### config.mk
export PLATFORM = sky130hd
export DESIGN_NAME = psc_top
export DESIGN_NICKNAME = d
export VERILOG_FILES = /design/src/logic/psc_pkg.sv /design/src/logic/psc_top.sv
export SDC_FILE = /design/constraint.sdc
export NUM_CORES = 1
export LEC_CHECK = 0
export BUFFER_PORTS_ARGS = -buffer_cell sky130_fd_sc_hd__buf_2
export CORE_ASPECT_RATIO = 1.25
export CORE_UTILIZATION = 30
export DETAILED_ROUTE_END_ITERATION = 16
export GPL_ROUTABILITY_DRIVEN = 0
export SKIP_LAST_GASP = 1
export SLEW_MARGIN = 0
export SYNTH_ARGS = -nofsm -noshare
export SYNTH_HDL_FRONTEND = slang
export SYNTH_SLANG_ARGS = --single-unit
### constraint.sdc
create_clock -name mclk -period 2.85 [get_ports mclk]
set_input_delay 0.4275 -clock mclk [delete_from_list [all_inputs] [get_ports mclk]]
set_output_delay 0.4275 -clock mclk [all_outputs]
set_load 0.1 [all_outputs]
### src/logic/psc_pkg.sv
// Constants and types for the proximity sensor controller
`default_nettype none
package psc_pkg;
  localparam logic [6:0] ADDR_VARIANT_A = 7'h39;
  localparam logic [6:0] ADDR_VARIANT_B = 7'h29;
  localparam logic [4:0] REG_ENABLE = 5'h00;
  localparam logic [4:0] REG_INTEG_TIME = 5'h02;
  localparam logic [4:0] REG_WAIT_TIME = 5'h03;
  localparam logic [4:0] REG_LOW_L = 5'h08;
  localparam logic [4:0] REG_LOW_H = 5'h09;
  localparam logic [4:0] REG_HIGH_L = 5'h0A;
  localparam logic [4:0] REG_HIGH_H = 5'h0B;
  localparam logic [4:0] REG_PERSIST = 5'h0C;
  localparam logic [4:0] REG_CONFIG = 5'h0D;
  localparam logic [4:0] REG_PULSE = 5'h0E;
  localparam logic [4:0] REG_CONTROL = 5'h0F;
  localparam logic [4:0] REG_ID = 5'h12;
  localparam logic [4:0] REG_STATUS = 5'h13;
  localparam logic [4:0] REG_RES_L = 5'h18;
  localparam logic [4:0] REG_RES_H = 5'h19;
  localparam logic [7:0] RST_ZERO = 8'h00;
  localparam logic [7:0] RST_TIME = 8'hFF;
  localparam int BIT_POWER_ON = 0;
  localparam int BIT_WEN = 3;
  localparam int BIT_IRQ_MASK = 5;
  localparam int BIT_LONG_WAIT = 1;
  localparam logic [1:0] TYPE_REPEAT = 2'b00;
  localparam logic [1:0] TYPE_INCR = 2'b01;
  localparam logic [1:0] TYPE_SPECIAL = 2'b11;
  localparam logic [4:0] SF_IRQ_CLEAR = 5'h05;
  localparam int CLK_NS = 40;
  localparam int STEP_NS = 2720000;
  localparam int PULSE_NS = 16000;
  localparam int STEP_CYC = STEP_NS / CLK_NS;
  localparam int PULSE_CYC = PULSE_NS / CLK_NS;
  localparam int LONG_FACTOR = 12;
  typedef enum logic [7:0] {
    SEQ_SLEEP = 8'h01,
    SEQ_SDELAY = 8'h02,
    SEQ_START = 8'h04,
    SEQ_ACCUM = 8'h08,
    SEQ_CONV = 8'h10,
    SEQ_WCHECK = 8'h20,
    SEQ_WAIT = 8'h40,
    SEQ_WDELAY = 8'h80
  } psc_seq_e;
  typedef enum logic [5:0] {
    BUS_IDLE = 6'h01,
    BUS_ADDR = 6'h02,
    BUS_AACK = 6'h04,
    BUS_WBYTE = 6'h08,
    BUS_RBYTE = 6'h10,
    BUS_WACK = 6'h20
  } psc_bus_e;
  typedef struct packed {
    logic [15:0] low;
    logic [15:0] high;
  } psc_limits_s;
endpackage
`default_nettype wire

### src/logic/psc_top.sv
// Proximity sensor controller: I2C slave, register file, sequencer, threshold filter
`timescale 1ns/10ps
`default_nettype none
module psc_top #(
  parameter logic [6:0] SLAVE_ADDR = psc_pkg::ADDR_VARIANT_A,
  parameter logic [7:0] PART_ID = 8'h5A, // Arbitrary value
  parameter int STEP_CYCLES = psc_pkg::STEP_CYC,
  parameter int PULSE_CYCLES = psc_pkg::PULSE_CYC
) (
  input wire logic mclk, // 25 MHz core clock
  input wire logic sys_rst, // Synchronous reset, active high
  input wire logic scl_in, // Bus clock from host
  input wire logic sda_in, // Bus data level
  output logic sda_out, // Data drive value, always low
  output logic sda_oe, // High while pulling data low
  output logic irq_n, // Interrupt, active low
  output logic led_pulse, // LED sink pulse request
  output logic [1:0] led_current_select, // Sink current level
  output logic [1:0] photodiode_select, // Diode feeding measurement
  output logic adc_start, // One-cycle conversion start
  input wire logic adc_done, // Converter finished
  input wire logic [15:0] adc_value // Converter result
);
  logic [7:0] enable_ff, integration_duration_ff, wait_duration_ff, event_persistence_ff, config_ff, pulse_ff, control_ff;
  psc_pkg::psc_limits_s lim_ff;
  logic [15:0] result_ff;
  logic [7:0] cmd_ff;
  logic irq_pend_ff, prox_valid_ff;
  logic [3:0] event_persistence_cnt_ff;
  logic [2:0] scl_sync_ff, sda_sync_ff;
  logic scl_rise, scl_fall, bus_start, bus_stop;
  // Bus deframing
  always_ff @(posedge mclk)
  begin
    if (sys_rst)
    begin
      scl_sync_ff <= 3'h7;
      sda_sync_ff <= 3'h7;
    end
    else
    begin
      scl_sync_ff <= {scl_sync_ff[1:0], scl_in};
      sda_sync_ff <= {sda_sync_ff[1:0], sda_in};
    end
  end
  assign scl_rise = scl_sync_ff[1] & ~scl_sync_ff[2];
  assign scl_fall = ~scl_sync_ff[1] & scl_sync_ff[2];
  assign bus_start = scl_sync_ff[1] & sda_sync_ff[2] & ~sda_sync_ff[1];
  assign bus_stop = scl_sync_ff[1] & ~sda_sync_ff[2] & sda_sync_ff[1];

  psc_pkg::psc_bus_e bus_ff;
  logic [7:0] shift_ff;
  logic [3:0] bit_ff;
  logic rd_ff, first_ff, nack_ff;
  logic wr_strobe, sf_clear;
  logic [7:0] rd_data;
  always_comb
  begin
    case (cmd_ff[4:0])
      psc_pkg::REG_ENABLE: rd_data = enable_ff;
      psc_pkg::REG_INTEG_TIME: rd_data = integration_duration_ff;
      psc_pkg::REG_WAIT_TIME: rd_data = wait_duration_ff;
      psc_pkg::REG_LOW_L: rd_data = lim_ff.low[7:0];
      psc_pkg::REG_LOW_H: rd_data = lim_ff.low[15:8];
      psc_pkg::REG_HIGH_L: rd_data = lim_ff.high[7:0];
      psc_pkg::REG_HIGH_H: rd_data = lim_ff.high[15:8];
      psc_pkg::REG_PERSIST: rd_data = event_persistence_ff;
      psc_pkg::REG_CONFIG: rd_data = config_ff;
      psc_pkg::REG_PULSE: rd_data = pulse_ff;
      psc_pkg::REG_CONTROL: rd_data = control_ff;
      psc_pkg::REG_ID: rd_data = PART_ID;
      psc_pkg::REG_STATUS: rd_data = {2'b00, irq_pend_ff, 4'h0, prox_valid_ff};
      psc_pkg::REG_RES_L: rd_data = result_ff[7:0];
      psc_pkg::REG_RES_H: rd_data = result_ff[15:8];
      default: rd_data = 8'h00;
    endcase
  end
  // Data byte complete during write phase
  assign wr_strobe = (bus_ff == psc_pkg::BUS_WBYTE) && scl_fall && bit_ff == 4'd8
    && !(first_ff && shift_ff[7]);
  assign sf_clear = (bus_ff == psc_pkg::BUS_WBYTE) && scl_fall && bit_ff == 4'd8
    && first_ff && shift_ff[7] && shift_ff[6:5] == psc_pkg::TYPE_SPECIAL
    && shift_ff[4:0] == psc_pkg::SF_IRQ_CLEAR;

  always_ff @(posedge mclk)
  begin
    if (sys_rst)
    begin
      bus_ff <= psc_pkg::BUS_IDLE;
      shift_ff <= 8'h00;
      bit_ff <= 4'h0;
      rd_ff <= 1'b0;
      first_ff <= 1'b0;
      nack_ff <= 1'b0;
      sda_oe <= 1'b0;
    end
    else if (bus_start)
    begin
      bus_ff <= psc_pkg::BUS_ADDR;
      bit_ff <= 4'h0;
      sda_oe <= 1'b0;
    end
    else if (bus_stop)
    begin
      bus_ff <= psc_pkg::BUS_IDLE;
      sda_oe <= 1'b0;
    end
    else
    begin
      case (bus_ff)
        psc_pkg::BUS_ADDR:
        begin
          if (scl_rise)
          begin
            shift_ff <= {shift_ff[6:0], sda_sync_ff[1]};
            bit_ff <= bit_ff + 4'd1;
          end
          else if (scl_fall && bit_ff == 4'd8)
          begin
            if (shift_ff[7:1] == SLAVE_ADDR)
            begin
              rd_ff <= shift_ff[0];
              first_ff <= ~shift_ff[0];
              sda_oe <= 1'b1;
              bus_ff <= psc_pkg::BUS_AACK;
            end
            else
              bus_ff <= psc_pkg::BUS_IDLE;
          end
        end
        psc_pkg::BUS_AACK, psc_pkg::BUS_WACK:
        begin
          if (scl_fall)
          begin
            bit_ff <= 4'h0;
            if (rd_ff)
            begin
              shift_ff <= rd_data;
              sda_oe <= ~rd_data[7];
              bus_ff <= psc_pkg::BUS_RBYTE;
            end
            else
            begin
              sda_oe <= 1'b0;
              bus_ff <= psc_pkg::BUS_WBYTE;
            end
          end
        end
        psc_pkg::BUS_WBYTE:
        begin
          if (scl_rise)
          begin
            shift_ff <= {shift_ff[6:0], sda_sync_ff[1]};
            bit_ff <= bit_ff + 4'd1;
          end
          else if (scl_fall && bit_ff == 4'd8)
          begin
            first_ff <= 1'b0;
            sda_oe <= 1'b1;
            bus_ff <= psc_pkg::BUS_WACK;
          end
        end
        psc_pkg::BUS_RBYTE:
        begin
          if (scl_rise)
          begin
            bit_ff <= bit_ff + 4'd1;
            if (bit_ff == 4'd8)
              nack_ff <= sda_sync_ff[1];
          end
          else if (scl_fall)
          begin
            if (bit_ff == 4'd9)
            begin
              if (nack_ff)
              begin
                sda_oe <= 1'b0;
                bus_ff <= psc_pkg::BUS_IDLE;
              end
              else
              begin
                bit_ff <= 4'h0;
                shift_ff <= rd_data;
                sda_oe <= ~rd_data[7];
              end
            end
            else if (bit_ff == 4'd8)
              sda_oe <= 1'b0;
            else
            begin
              shift_ff <= {shift_ff[6:0], 1'b0};
              sda_oe <= ~shift_ff[6];
            end
          end
        end
        default: bus_ff <= psc_pkg::BUS_IDLE;
      endcase
    end
  end
  assign sda_out = 1'b0;

  // Command pointer and auto-increment
  // Incrementing reads step the pointer as each byte is loaded, so the next load sees the next register
  logic data_done;
  assign data_done = wr_strobe || (scl_fall && rd_ff && (bus_ff == psc_pkg::BUS_AACK
    || bus_ff == psc_pkg::BUS_WACK || (bus_ff == psc_pkg::BUS_RBYTE && bit_ff == 4'd9 && !nack_ff)));
  always_ff @(posedge mclk)
  begin
    if (sys_rst)
      cmd_ff <= psc_pkg::RST_ZERO;
    else if (bus_ff == psc_pkg::BUS_WBYTE && scl_fall && bit_ff == 4'd8 && first_ff
      && shift_ff[7] && shift_ff[6:5] != psc_pkg::TYPE_SPECIAL)
      cmd_ff <= shift_ff;
    else if (data_done && cmd_ff[6:5] == psc_pkg::TYPE_INCR)
      cmd_ff[4:0] <= cmd_ff[4:0] + 5'd1;
  end

  // Register writes
  always_ff @(posedge mclk)
  begin
    if (sys_rst)
    begin
      enable_ff <= psc_pkg::RST_ZERO;
      integration_duration_ff <= psc_pkg::RST_TIME;
      wait_duration_ff <= psc_pkg::RST_TIME;
      lim_ff <= '0;
      event_persistence_ff <= psc_pkg::RST_ZERO;
      config_ff <= psc_pkg::RST_ZERO;
      pulse_ff <= psc_pkg::RST_ZERO;
      control_ff <= psc_pkg::RST_ZERO;
    end
    else if (wr_strobe)
    begin
      case (cmd_ff[4:0])
        psc_pkg::REG_ENABLE: enable_ff <= shift_ff & 8'h2F;
        psc_pkg::REG_INTEG_TIME: integration_duration_ff <= shift_ff;
        psc_pkg::REG_WAIT_TIME: wait_duration_ff <= shift_ff;
        psc_pkg::REG_LOW_L: lim_ff.low[7:0] <= shift_ff;
        psc_pkg::REG_LOW_H: lim_ff.low[15:8] <= shift_ff;
        psc_pkg::REG_HIGH_L: lim_ff.high[7:0] <= shift_ff;
        psc_pkg::REG_HIGH_H: lim_ff.high[15:8] <= shift_ff;
        psc_pkg::REG_PERSIST: event_persistence_ff <= shift_ff;
        psc_pkg::REG_CONFIG: config_ff <= shift_ff;
        psc_pkg::REG_PULSE: pulse_ff <= shift_ff;
        psc_pkg::REG_CONTROL: control_ff <= shift_ff;
        default: ;
      endcase
    end
  end
  always_ff @(posedge mclk)
  begin
    if (sys_rst)
    begin
      led_current_select <= 2'b00;
      photodiode_select <= 2'b00;
    end
    else
    begin
      led_current_select <= control_ff[7:6];
      photodiode_select <= control_ff[5:4];
    end
  end

  // Sequencer
  psc_pkg::psc_seq_e seq_ff;
  logic [31:0] tmr_ff;
  logic [8:0] steps_ff;
  logic [7:0] pulses_ff;
  logic [3:0] longx_ff;
  logic power_on_bit, prox_function_enable, wait_en;
  assign power_on_bit = enable_ff[psc_pkg::BIT_POWER_ON];
  assign prox_function_enable = enable_ff[2:1] == 2'b11;
  assign wait_en = enable_ff[psc_pkg::BIT_WEN];
  always_ff @(posedge mclk)
  begin
    if (sys_rst)
    begin
      seq_ff <= psc_pkg::SEQ_SLEEP;
      tmr_ff <= 32'h0;
      steps_ff <= 9'h0;
      pulses_ff <= 8'h00;
      longx_ff <= 4'h0;
      led_pulse <= 1'b0;
      adc_start <= 1'b0;
    end
    else
    begin
      adc_start <= 1'b0;
      led_pulse <= 1'b0;
      case (seq_ff)
        psc_pkg::SEQ_SLEEP:
          if (power_on_bit)
          begin
            tmr_ff <= 32'h0;
            seq_ff <= psc_pkg::SEQ_SDELAY;
          end
        psc_pkg::SEQ_SDELAY:
          if (tmr_ff == 32'(STEP_CYCLES - 1))
            seq_ff <= psc_pkg::SEQ_START;
          else
            tmr_ff <= tmr_ff + 32'h1;
        psc_pkg::SEQ_START:
          if (!power_on_bit)
            seq_ff <= psc_pkg::SEQ_SLEEP;
          else if (prox_function_enable && pulse_ff != 8'h00)
          begin
            tmr_ff <= 32'h0;
            pulses_ff <= pulse_ff;
            seq_ff <= psc_pkg::SEQ_ACCUM;
          end
          else
            seq_ff <= psc_pkg::SEQ_WCHECK;
        psc_pkg::SEQ_ACCUM:
        begin
          led_pulse <= tmr_ff < 32'(PULSE_CYCLES / 2);
          if (tmr_ff == 32'(PULSE_CYCLES - 1))
          begin
            tmr_ff <= 32'h0;
            pulses_ff <= pulses_ff - 8'd1;
            if (pulses_ff == 8'd1)
            begin
              adc_start <= 1'b1;
              steps_ff <= 9'h100 - {1'b0, integration_duration_ff};
              seq_ff <= psc_pkg::SEQ_CONV;
            end
          end
          else
            tmr_ff <= tmr_ff + 32'h1;
        end
        psc_pkg::SEQ_CONV:
          if (adc_done)
            seq_ff <= psc_pkg::SEQ_WCHECK;
        psc_pkg::SEQ_WCHECK:
          if (!power_on_bit)
            seq_ff <= psc_pkg::SEQ_SLEEP;
          else if (wait_en)
          begin
            tmr_ff <= 32'h0;
            longx_ff <= 4'h0;
            steps_ff <= 9'h100 - {1'b0, wait_duration_ff};
            seq_ff <= psc_pkg::SEQ_WAIT;
          end
          else
            seq_ff <= psc_pkg::SEQ_START;
        psc_pkg::SEQ_WAIT:
          if (tmr_ff == 32'(STEP_CYCLES - 1))
          begin
            tmr_ff <= 32'h0;
            if (config_ff[psc_pkg::BIT_LONG_WAIT] && longx_ff != 4'(psc_pkg::LONG_FACTOR - 1))
              longx_ff <= longx_ff + 4'h1;
            else
            begin
              longx_ff <= 4'h0;
              steps_ff <= steps_ff - 9'h1;
              if (steps_ff == 9'h1)
                seq_ff <= psc_pkg::SEQ_WDELAY;
            end
          end
          else
            tmr_ff <= tmr_ff + 32'h1;
        psc_pkg::SEQ_WDELAY:
          if (tmr_ff == 32'(STEP_CYCLES - 1))
            seq_ff <= psc_pkg::SEQ_START;
          else
            tmr_ff <= tmr_ff + 32'h1;
        default: seq_ff <= psc_pkg::SEQ_SLEEP;
      endcase
    end
  end

  // Result latch, threshold and persistence filter
  logic conv_end, out_of_range;
  assign conv_end = seq_ff == psc_pkg::SEQ_CONV && adc_done;
  assign out_of_range = adc_value > lim_ff.high || adc_value < lim_ff.low;
  always_ff @(posedge mclk)
  begin
    if (sys_rst)
    begin
      result_ff <= 16'h0000;
      prox_valid_ff <= 1'b0;
      event_persistence_cnt_ff <= 4'h0;
      irq_pend_ff <= 1'b0;
    end
    else
    begin
      if (conv_end)
      begin
        result_ff <= adc_value;
        prox_valid_ff <= 1'b1;
        if (!out_of_range)
          event_persistence_cnt_ff <= 4'h0;
        else if (event_persistence_cnt_ff != 4'hF)
          event_persistence_cnt_ff <= event_persistence_cnt_ff + 4'h1;
      end
      // Set beats clear in the same cycle
      if (conv_end && out_of_range && {1'b0, event_persistence_cnt_ff} + 5'h01 >= {1'b0, event_persistence_ff[3:0]})
        irq_pend_ff <= 1'b1;
      else if (sf_clear)
        irq_pend_ff <= 1'b0;
    end
  end
  always_ff @(posedge mclk)
  begin
    if (sys_rst)
      irq_n <= 1'b1;
    else
      irq_n <= ~(irq_pend_ff & enable_ff[psc_pkg::BIT_IRQ_MASK]);
  end
endmodule
`default_nettype wire

# Word level (Yosys, flattened, before mapping)
# Cells that the tools add are included.
# W data, S select, Z words.
# totals
ff_bits	210
inputBits	21
output_inout_bits	9
wordCells	316
# classes
addsub	10
order_cmp	4
eq_ne	81
muxes	95
bitwise	20
n_reduce_logical	69
# ops
operator	count
$mux W32	8
$pmux W32 S6	1
$mux W8	19
$pmux W8 S15	1
$mux W6	11
$pmux W8 S7	1
$mux W9	6
$mux W4	12
$ne A2 B2 Y1 const B	23
$eq A5 B4 Y1 const B	8
$ne A4 B4 Y1 const B	10
$add A32 B1 Y32 const B	1
$eq A32 B17 Y1 const B	1
$eq A32 B9 Y1 const B	1
$lt A32 B8 Y1 const B	1
$pmux W9 S3	1
$reduce_and A9 Y1	3
$pmux W6 S4	1
$pmux W8 S3	1
$reduce_and A2 Y1	12
$reduce_and A7 Y1	3
$eq A5 B5 Y1 const B	4
$logic_and A1 B1 Y1	20
$mux W1	20
other kinds (59)	110

# Depth between registers and ports, before layout
# Gate-level depths: netlist of the first run.
# depth
ltp_word	10
mapped_depth	12
mapped_depth_nobuf	10

# Least setup slack after synthesis of the first run
# OpenSTA, ideal clock, no wires.
# synth_path
kind	reg-to-reg
startpoint	register seq_ff[7]
endpoint	register steps_ff[6]
setup_time_ns	0.132
t_arrival_ns	2.255
t_required_ns	2.718
path_slack_ns	0.464
path_stages_with_launch	12
n_path_buf	1
period_less_slack_ns	2.386
cell_sequence	dfxtp_1 -> nor4_4 -> nand2_1 -> clkbuf_1 -> mux2i_1 -> ha_1 -> nand3b_1 -> xor2_1 -> nand2_1 -> o211ai_1 -> a21oi_1 -> nor3_1
# synth_via
elab_chain_cells	3
elab_cells_between_ends	12
cone_classes	9 x eq/ne; 1 x mux; 2 x reduce/logical
# synth_rtl
item	line_no	text
start, declared	psc_top.sv:265	psc_pkg::psc_seq_e seq_ff;
start signal, assigned	psc_top.sv:278	seq_ff <= psc_pkg::SEQ_SLEEP;
start signal, assigned	psc_top.sv:295	seq_ff <= psc_pkg::SEQ_SDELAY;
start signal, assigned	psc_top.sv:299	seq_ff <= psc_pkg::SEQ_START;
$eq A8 B6 Y1, or another cell as far along	psc_top.sv:290	case (seq_ff)
$ne A2 B2 Y1 (no source line) or $reduce_bool A3 Y1 (tied branches)	-	
$reduce_and A7 Y1 (no source line)	-	
end signal, assigned	psc_top.sv:323	steps_ff <= 9'h100 - {1'b0, integration_duration_ff};
end signal, assigned	psc_top.sv:340	steps_ff <= 9'h100 - {1'b0, wait_duration_ff};
end signal, assigned	psc_top.sv:354	steps_ff <= steps_ff - 9'h1;
end, declared	psc_top.sv:267	logic [8:0] steps_ff;
# Several ways; a longest one is shown, not always the timed one.
# A chain may end at the register's enable or synchronous reset.

# Final worst setup path of the first run
# layout_path
startpoint	register seq_ff[5]
endpoint	register steps_ff[6]
# Same word-level chain as after synthesis.

==> metrics.txt, run 1 <==
clk buf depth=3; crit end category=flip-flop; Root Buffer=clkbuf_16; Worst path slowest cell=nor4b_1; Seq pwr share=46.8%; Detail Placement HPWL=24600 um; sw frac=23.54%; status=finished clean; critical path required time=3.25 ns; global-route wire length before repair=55320 um; # H-tree levels=1; slew at the pin with the worst max-slew slack=0.9547 ns; # Max-Cap Violations=0; fin crit period=2.656 ns; Final period util=93.21%; DRC Markers=0; largest net degree at the start of global routing=147; routed wire length=34510 um; drt wl/cell=17.55 um; Yosys reg bits=210; post-synth top area cell=dfxtp_1; Die W=177.1 um; initial antenna violation count=1; CP Class=flip-flop to flip-flop; pins over their slew limit=0; CTS Buf Count=25; Power Total=6.309 mW; Starting Density=30.69%; post-synthesis cell count=1442; Hold Crit Class=input pin to flip-flop; RSZ-0062 raised after global routing=true; Leakage=4.695 nW; DRT antenna net count=0; die height=220.9 um; port bufs=28; FP Rows=79; die area=39110 sq um; maximum VDD drop=0.0004276 V; startpoint types=flip-flop; switching power=1.485 mW; initial drt markers=1037; CP max FO=7; total global routing overflow=0; final hold slack=0.06884 ns; f_max=376.4 MHz; clock-pin slew on the worst setup and hold paths=0.06 ns; Synth Net Count=1516; Clock power frac=49.5%; Final Hold Fails=0; register area share after synthesis=36.57%; DR pass1 iterations=7; synth warn=0; pwr/cell area=480.3 nW/um^2; area growth from synthesis to layout=14.28%; Worst Path Arrival=3.06 ns; clock insertion delay at the later pin of the skew report=0.56 ns; Syn Area/Cell=7.972 sq um; share of the synthesized area in the top cell type=36.57%; Sink Count=210; post-synthesis cell area=11500 sq um; crit-path cells=nor4b_1, nand2_2, mux2i_1, ha_1, nand3b_1, xnor2_1, o211ai_1, a21oi_1, nor3_1; CTS tree=yes; Worst Clk Skew=0.02818 ns; Critical Path Max Stage Delay=0.47 ns; Vias=10715; headroom to the max-slew limit=36.26%; Post-CTS Setup Bufs=0; vias in the first global route=10257; Comb power frac=3.7%; Ports=30; Cell Int Power=4.824 mW; most frequent cells in the layout=dfxtp_1 (210), nand2_1 (188), nor2_1 (133); Distinct cells, synth=79; prevailing post-synth register cell=dfxtp_1; Vias per Instance=5.450; dominant cells by area after synthesis=dfxtp_1 (37%), nand2_1 (6.2%), ha_1 (5.8%); share of cells above drive strength 1=11.16%; EDFF count, synth=0; commonest non-fill, non-tap cell in the layout=dfxtp_1; ys async rst share=0%; Final setup viols=0; Core Region=37460 sq um; GRT Resource Usage Total=17.53%; nets@finish=1536
-- cells by family (layout without fill, tap and decap cells) --
| family | count (synthesis) | in the layout | share of synthesized area, % |
|---|---|---|---|
| buf+inv | 155 | 192 | 5.779 |
| compound gates | 314 | 314 | 17.62 |
| simple gates | 624 | 624 | 27.25 |
| other cells | 1 | 2 | 0.03262 |
| flops | 210 | 210 | 36.57 |
| mux | 44 | 44 | 3.853 |
| fa+ha+maj | 53 | 53 | 5.768 |
| xor+xnor | 41 | 41 | 3.124 |
-- worst max-delay path, delay by kind of cell, from the launching register on --
kind | cells | cell delay [ns]
DFF | 1 | 0.45
xor gates and xnor gates | 1 | 0.21
muxes | 1 | 0.33
and+or+nand+nor | 4 | 0.91
AOI/OAI and AO/OA | 2 | 0.27
adders and majority gates | 1 | 0.33
-- layer usage --
metal	global-route usage [%]	vias to the layer above	routed length [um]
met5	0	-	0
met4	7.397	0	1403
met3	2.405	88	2065
met2	29.79	315	16560
met1	21.91	5111	14480
li1	-	5201	-
-- flip-flops by register name, indices dropped and copies added, names as in the netlist, 9 cells and up --
| name | cells |
|---|---|
| tmr_ff | 32 |
| lim_ff | 32 |
| steps_ff | 9 |
| result_ff | 16 |
-- power by group through the flow --
stage | Combinational (mW) | Clock (mW) | Sequential, mW
after detailed placement | 0.235 | 0 | 3.02
final | 0.236 | 3.12 | 2.95
after global placement | 0.231 | 0 | 3.02
after floorplan | 0.173 | 0 | 3.01
after global routing | 0.262 | 3.31 | 2.95
after CTS | 0.236 | 3.19 | 2.95
-- final timing paths --
| kind | startpoint | slack, ns | endpoint | cells past startpoint |
|---|---|---|---|---|
| max reg2reg | seq_ff[5]$_SDFFE_PP0P_ | 0.19 | steps_ff[6]$_SDFFE_PP0P_ | 9 |
| min reg2reg | scl_sync_ff[0]$_SDFF_PP1_ | 0.41 | scl_sync_ff[1]$_SDFF_PP1_ | 1 |
| max | seq_ff[5]$_SDFFE_PP0P_ | 0.19 | steps_ff[6]$_SDFFE_PP0P_ | 9 |
| min | scl_in | 0.07 | scl_sync_ff[0]$_SDFF_PP1_ | 2 |
-- synthesized netlist by cell type (16+ instances only) --
master    count
nor3_1       28
nor2_1      133
and3_1       18
clkbuf_1     63
a21oi_1     127
nand3_1     114
xor2_1       26
o21ai_0      49
ha_1         53
nand2_1     189
nand4_1      23
a211oi_1     16
mux2i_1      42
buf_2        17
dfxtp_1     210
a22oi_1      20
inv_1        63
-- through the flow --
stage | setup WS, ns | cell area (sq um) | std cells | util (%) | setup TNS [ns]
floorplan | 0.4635 | 11500 | 1442 | - | 0
global placement | 0.1829 | 12340 | 1921 | 32.93 | 0
detailed placement | 0.1555 | 12340 | 1921 | 32.93 | 0
CTS | 0.1432 | 13130 | 1965 | 35.05 | 0
global route | -0.07447 | 13140 | 1965 | 35.06 | -0.1398
finish | 0.1936 | 13140 | 1966 | 35.07 | 0
-- layout make-up --
type,count,area (sq um)
repair buffers,85,620.6
well taps,486,608.1
fillers,3874,24320
inverters,63,236.5
flip-flops and latches,210,4204
diodes,1,2.502
clock buffers,38,744.5
multi-input cells,1077,6670
clock inverters,6,51.30
-- what timing repair did --
action	in CTS	in global routing
resized for setup	0	2
endpoints found under the hold margin	0	0
endpoints found under the setup margin	0	16
hold buffers	0	0
Power figures use the tool's default switching activity.
==> run 2, diff against run 1 <==
Settings changed: PLACE_DENSITY set to 0.44, SLEW_MARGIN 0 to unset.
==> metrics.txt, run 2 (synthesized netlist as in run 1, its figures left out) <==
startpoint types=flip-flop; pins over their slew limit=0; area growth from synthesis to layout=16.91%; GRT Resource Usage Total=19.35%; Final Hold Fails=0; Vias per Instance=5.340; die area=39110 sq um; Cell Int Power=5.302 mW; total global routing overflow=0; switching power=1.575 mW; CP Class=flip-flop to flip-flop; drt wl/cell=19.13 um; share of cells above drive strength 1=12.71%; global-route wire length before repair=58960 um; most frequent cells in the layout=dfxtp_1 (210), nand2_1 (189), nor2_1 (133); Hold Crit Class=input pin to flip-flop; RSZ-0062 raised after global routing=false; f_max=376.1 MHz; clk buf depth=3; Die W=177.1 um; Regs by FF count=lim_ff (32), tmr_ff (32), result_ff (16); critical path required time=3.33 ns; hold buffer count at cts=0; maximum VDD drop=0.0004248 V; crit end category=flip-flop; routed wire length=38060 um; Post-CTS Resized=0; Root Buffer=clkbuf_16; vias in the first global route=10069; # H-tree levels=1; Vias=10621; nets@finish=1556; slew at the pin with the worst max-slew slack=0.9085 ns; Worst Path Arrival=3.14 ns; port bufs=28; initial drt markers=854; clock insertion delay at the later pin of the skew report=0.56 ns; status=finished clean; pwr/cell area=511.7 nW/um^2; Core Region=37460 sq um; Clock power frac=53.5%; Leakage=4.862 nW; setup TNS=0 ns; CP max FO=6; Sink Count=210; CTS tree=yes; Seq pwr share=42.9%; sw frac=22.90%; DR pass1 iterations=6; Detail Placement HPWL=26990 um; die height=220.9 um; final core occ=35.88%; clock-pin slew on the worst setup and hold paths=0.06 ns; largest net degree at the start of global routing=147; # Max-Cap Violations=0; fin crit period=2.659 ns; CTS Buf Count=27; headroom to the max-slew limit=39.25%; initial antenna violation count=0; Starting Density=30.69%; Worst Clk Skew=0.02150 ns; Ports=30; Final setup viols=0; Final period util=93.28%; DRT antenna net count=0; DRC Markers=0; Comb power frac=3.6%; Post-CTS Setup Bufs=0; FP Rows=79; Antenna Cells=0; commonest non-fill, non-tap cell in the layout=dfxtp_1
## run 2: metrics by stage
| step | cell area [sq um] | power, mW | hold WS (ns) | setup WS [ns] | instances |
|---|---|---|---|---|---|
| global route | 13440 | 7.123 | 0.05613 | 0.004724 | 1989 |
| detailed placement | 12480 | 3.269 | 0.3958 | 0.1929 | 1939 |
| finish | 13440 | 6.877 | 0.06814 | 0.1914 | 1989 |
| floorplan | 11500 | 3.187 | 0.3776 | 0.4635 | 1442 |
| CTS | 13440 | 7.001 | 0.04343 | 0.1968 | 1989 |
| global placement | 12480 | 3.268 | 0.3921 | 0.1996 | 1939 |
## run 2: metal layers
layer	up-vias	share of wire (%)	track usage (%)
li1	5241	-	-
met1	5079	43	24.00
met2	223	49	33.40
met3	78	3.7	2.131
met4	0	3.9	8.287
met5	-	0	0
## run 2: worst max-delay path: stages, from the launching register on
cell and delay, ns:
dfxtp_1 0.42, inv_1 0.06, ha_1 0.29, nor2b_1 0.14, o211ai_1 0.13, a2111oi_0 0.48, a211oi_1 0.10, o32ai_1 0.48
o311ai_0 0.29, a21oi_1 0.19
## run 2: layout make-up
cell class                 count  area [sq um]
timing repair buffer         103         755.7
multi-input combinational   1077          6675
fill                        3953         24020
inverter                      63         236.5
clock inverter                14         181.4
sequential                   210          4204
clock buffer                  36         779.5
tap                          486         608.1
## run 2: path summary, 6_finish.rpt
| path | startpoint | endpoint | slack [ns] | depth (start not counted) |
|---|---|---|---|---|
| worst min-delay path | sda_in | sda_sync_ff[0]$_SDFF_PP1_ | 0.07 | 2 |
| worst min register to register | scl_sync_ff[0]$_SDFF_PP1_ | scl_sync_ff[1]$_SDFF_PP1_ | 0.41 | 1 |
| worst max-delay path | lim_ff[1]$_SDFFE_PP0P_ | irq_pend_ff$_SDFFE_PP0P_ | 0.19 | 9 |
| worst max register to register | lim_ff[1]$_SDFFE_PP0P_ | irq_pend_ff$_SDFFE_PP0P_ | 0.19 | 9 |
## run 2: power groups by stage
stage | sequential, mW | clock [mW] | combinational (mW)
2_1_floorplan | 3.01 | 0 | 0.173
3_3_place_gp | 3.02 | 0 | 0.250
3_5_place_dp | 3.02 | 0 | 0.251
4_1_cts | 2.95 | 3.80 | 0.253
5_1_grt | 2.95 | 3.89 | 0.277
6_report | 2.95 | 3.68 | 0.247
==> run 3, diff against run 2 <==
Clock period 2.85 ns to 3.1 ns, I/O delays scaled along.
==> metrics.txt, run 3 (synthesized netlist as in run 1, its figures left out) <==
Vias per Instance=5.331; Post-CTS Resized=0; die area=39110 sq um; CP Class=flip-flop to flip-flop; reg-to-reg startpoint=tmr_ff[26]$_SDFFE_PP0P_; clk buf depth=3; Final Instance Area=13340 sq um; initial antenna violation count=0; die height=220.9 um; DRT antenna net count=0; Sink Count=210; startpoint types=flip-flop; Hold Crit Class=input pin to flip-flop; clock insertion delay at the later pin of the skew report=0.57 ns; commonest non-fill, non-tap cell in the layout=dfxtp_1; Final setup viols=0; slew at the pin with the worst max-slew slack=0.8748 ns; status=finished clean; CTS tree=yes; DR pass1 iterations=7; total global routing overflow=0; Ports=30; drt wl/cell=19.37 um; Seq pwr share=40.6%; most frequent cells in the layout=dfxtp_1 (210), nand2_1 (189), nor2_1 (133); CTS Buf Count=27; fin crit period=2.775 ns; area growth from synthesis to layout=16.00%; Worst Setup SP=tmr_ff[26]$_SDFFE_PP0P_; hold buffer count at cts=0; RR Endpoint=tmr_ff[28]$_SDFFE_PP0P_; HP Start=sda_in; sw frac=22.19%; Worst Clk Skew=0.03134 ns; Die W=177.1 um; Worst Path Arrival=3.28 ns; maximum VDD drop=0.0003227 V; Starting Density=30.69%; Clock power frac=56.0%; Core Region=37460 sq um; Cell Area, Placed=12280 sq um; Leakage=4.792 nW; switching power=1.482 mW; FP Rows=79; Hold Crit Depth=2; pins over their slew limit=0; Final Hold Fails=0; CP max FO=15; vias in the first global route=10150; Worst Hold End=sda_sync_ff[0]$_SDFF_PP1_; Root Buffer=clkbuf_16; Cell Int Power=5.196 mW; critical path required time=3.61 ns; setup TNS=0 ns; global-route wire length before repair=59480 um; # Max-Cap Violations=0; f_max=360.3 MHz; headroom to the max-slew limit=41.68%; clock-pin slew on the worst setup and hold paths=0.06 ns; initial drt markers=770; Vias=10476; Post-CTS Setup Bufs=0; Antenna Cells=0; routed wire length=38070 um; GRT Resource Usage Total=19.39%; Power Total=6.678 mW; crit end category=flip-flop; # H-tree levels=1; share of cells above drive strength 1=11.29%; RSZ-0062 raised after global routing=false; port bufs=28; pwr/cell area=500.8 nW/um^2; nets@finish=1533; Regs by FF count=lim_ff (32), tmr_ff (32), result_ff (16); Comb power frac=3.3%; largest net degree at the start of global routing=147; DRC Markers=0; Detail Placement HPWL=26690 um; Reg2Reg Setup Slack=0.32 ns; worst r2r path cells=8; Final period util=89.53%
run 3: cell types whose count changed in the layout (fill, tap and decap cells not counted), sizes merged:
cell      change
clkinvlp      -3
clkinv        +1
bufinv        +5
clkbuf        -4
buf          -23
run 3: cell type report:
class	count	area [sq um]
Clock buffer	32	724.4
Clock inverter	17	329.1
Fill cell	3908	24130
Inverter	63	236.5
Multi-Input combinational cell	1077	6675
Sequential cell	210	4204
Tap cell	486	608.1
Timing Repair Buffer	80	558.0
run 3: power by group through the flow:
| stage | Clock [mW] | Combinational, mW | Sequential [mW] |
|---|---|---|---|
| 2_1_floorplan | 0 | 0.159 | 2.77 |
| 3_3_place_gp | 0 | 0.224 | 2.77 |
| 3_5_place_dp | 0 | 0.225 | 2.77 |
| 4_1_cts | 3.83 | 0.226 | 2.71 |
| 5_1_grt | 3.94 | 0.249 | 2.71 |
| 6_report | 3.74 | 0.224 | 2.71 |
run 3: how the worst max path moves through the flow:
stage,end,cells after the start
finish,tmr_ff[28]$_SDFFE_PP0P_,8
floorplan,steps_ff[6]$_SDFFE_PP0P_,11
global placement,tmr_ff[28]$_SDFFE_PP0P_,8
detailed placement,tmr_ff[26]$_SDFFE_PP0P_,8
global route,tmr_ff[31]$_SDFFE_PP0P_,8
CTS,tmr_ff[26]$_SDFFE_PP0P_,8
run 3: worst max-delay path: stages (launching register included):
cell and delay (ns):
dfxtp_1 0.35, nor4_1 0.53, and4_1 0.38, nand4_2 0.19, a2111o_1 0.54, nand2_1 0.24, o21ai_2 0.10, buf_4 0.24
a21oi_1 0.13
run 3: layer usage:
layer	part of all wire, %	GRT usage (%)	vias to the layer above
met5	0	0	-
met4	3.1	6.785	0
met3	4.0	2.663	58
met2	49	33.59	209
met1	44	24.23	5026
li1	-	-	5183
run 3: through the flow:
step | hold WS (ns) | utilization (%) | setup WS [ns] | std cells
2_1_floorplan | 0.3776 | - | 0.7135 | 1442
3_5_place_dp | 0.3923 | 32.78 | 0.2500 | 1916
4_1_cts | 0.07875 | 35.60 | 0.2333 | 1965
3_3_place_gp | 0.3946 | 32.78 | 0.3314 | 1916
6_report | 0.09601 | 35.60 | 0.3247 | 1965
5_1_grt | 0.08678 | 35.60 | 0.1029 | 1965
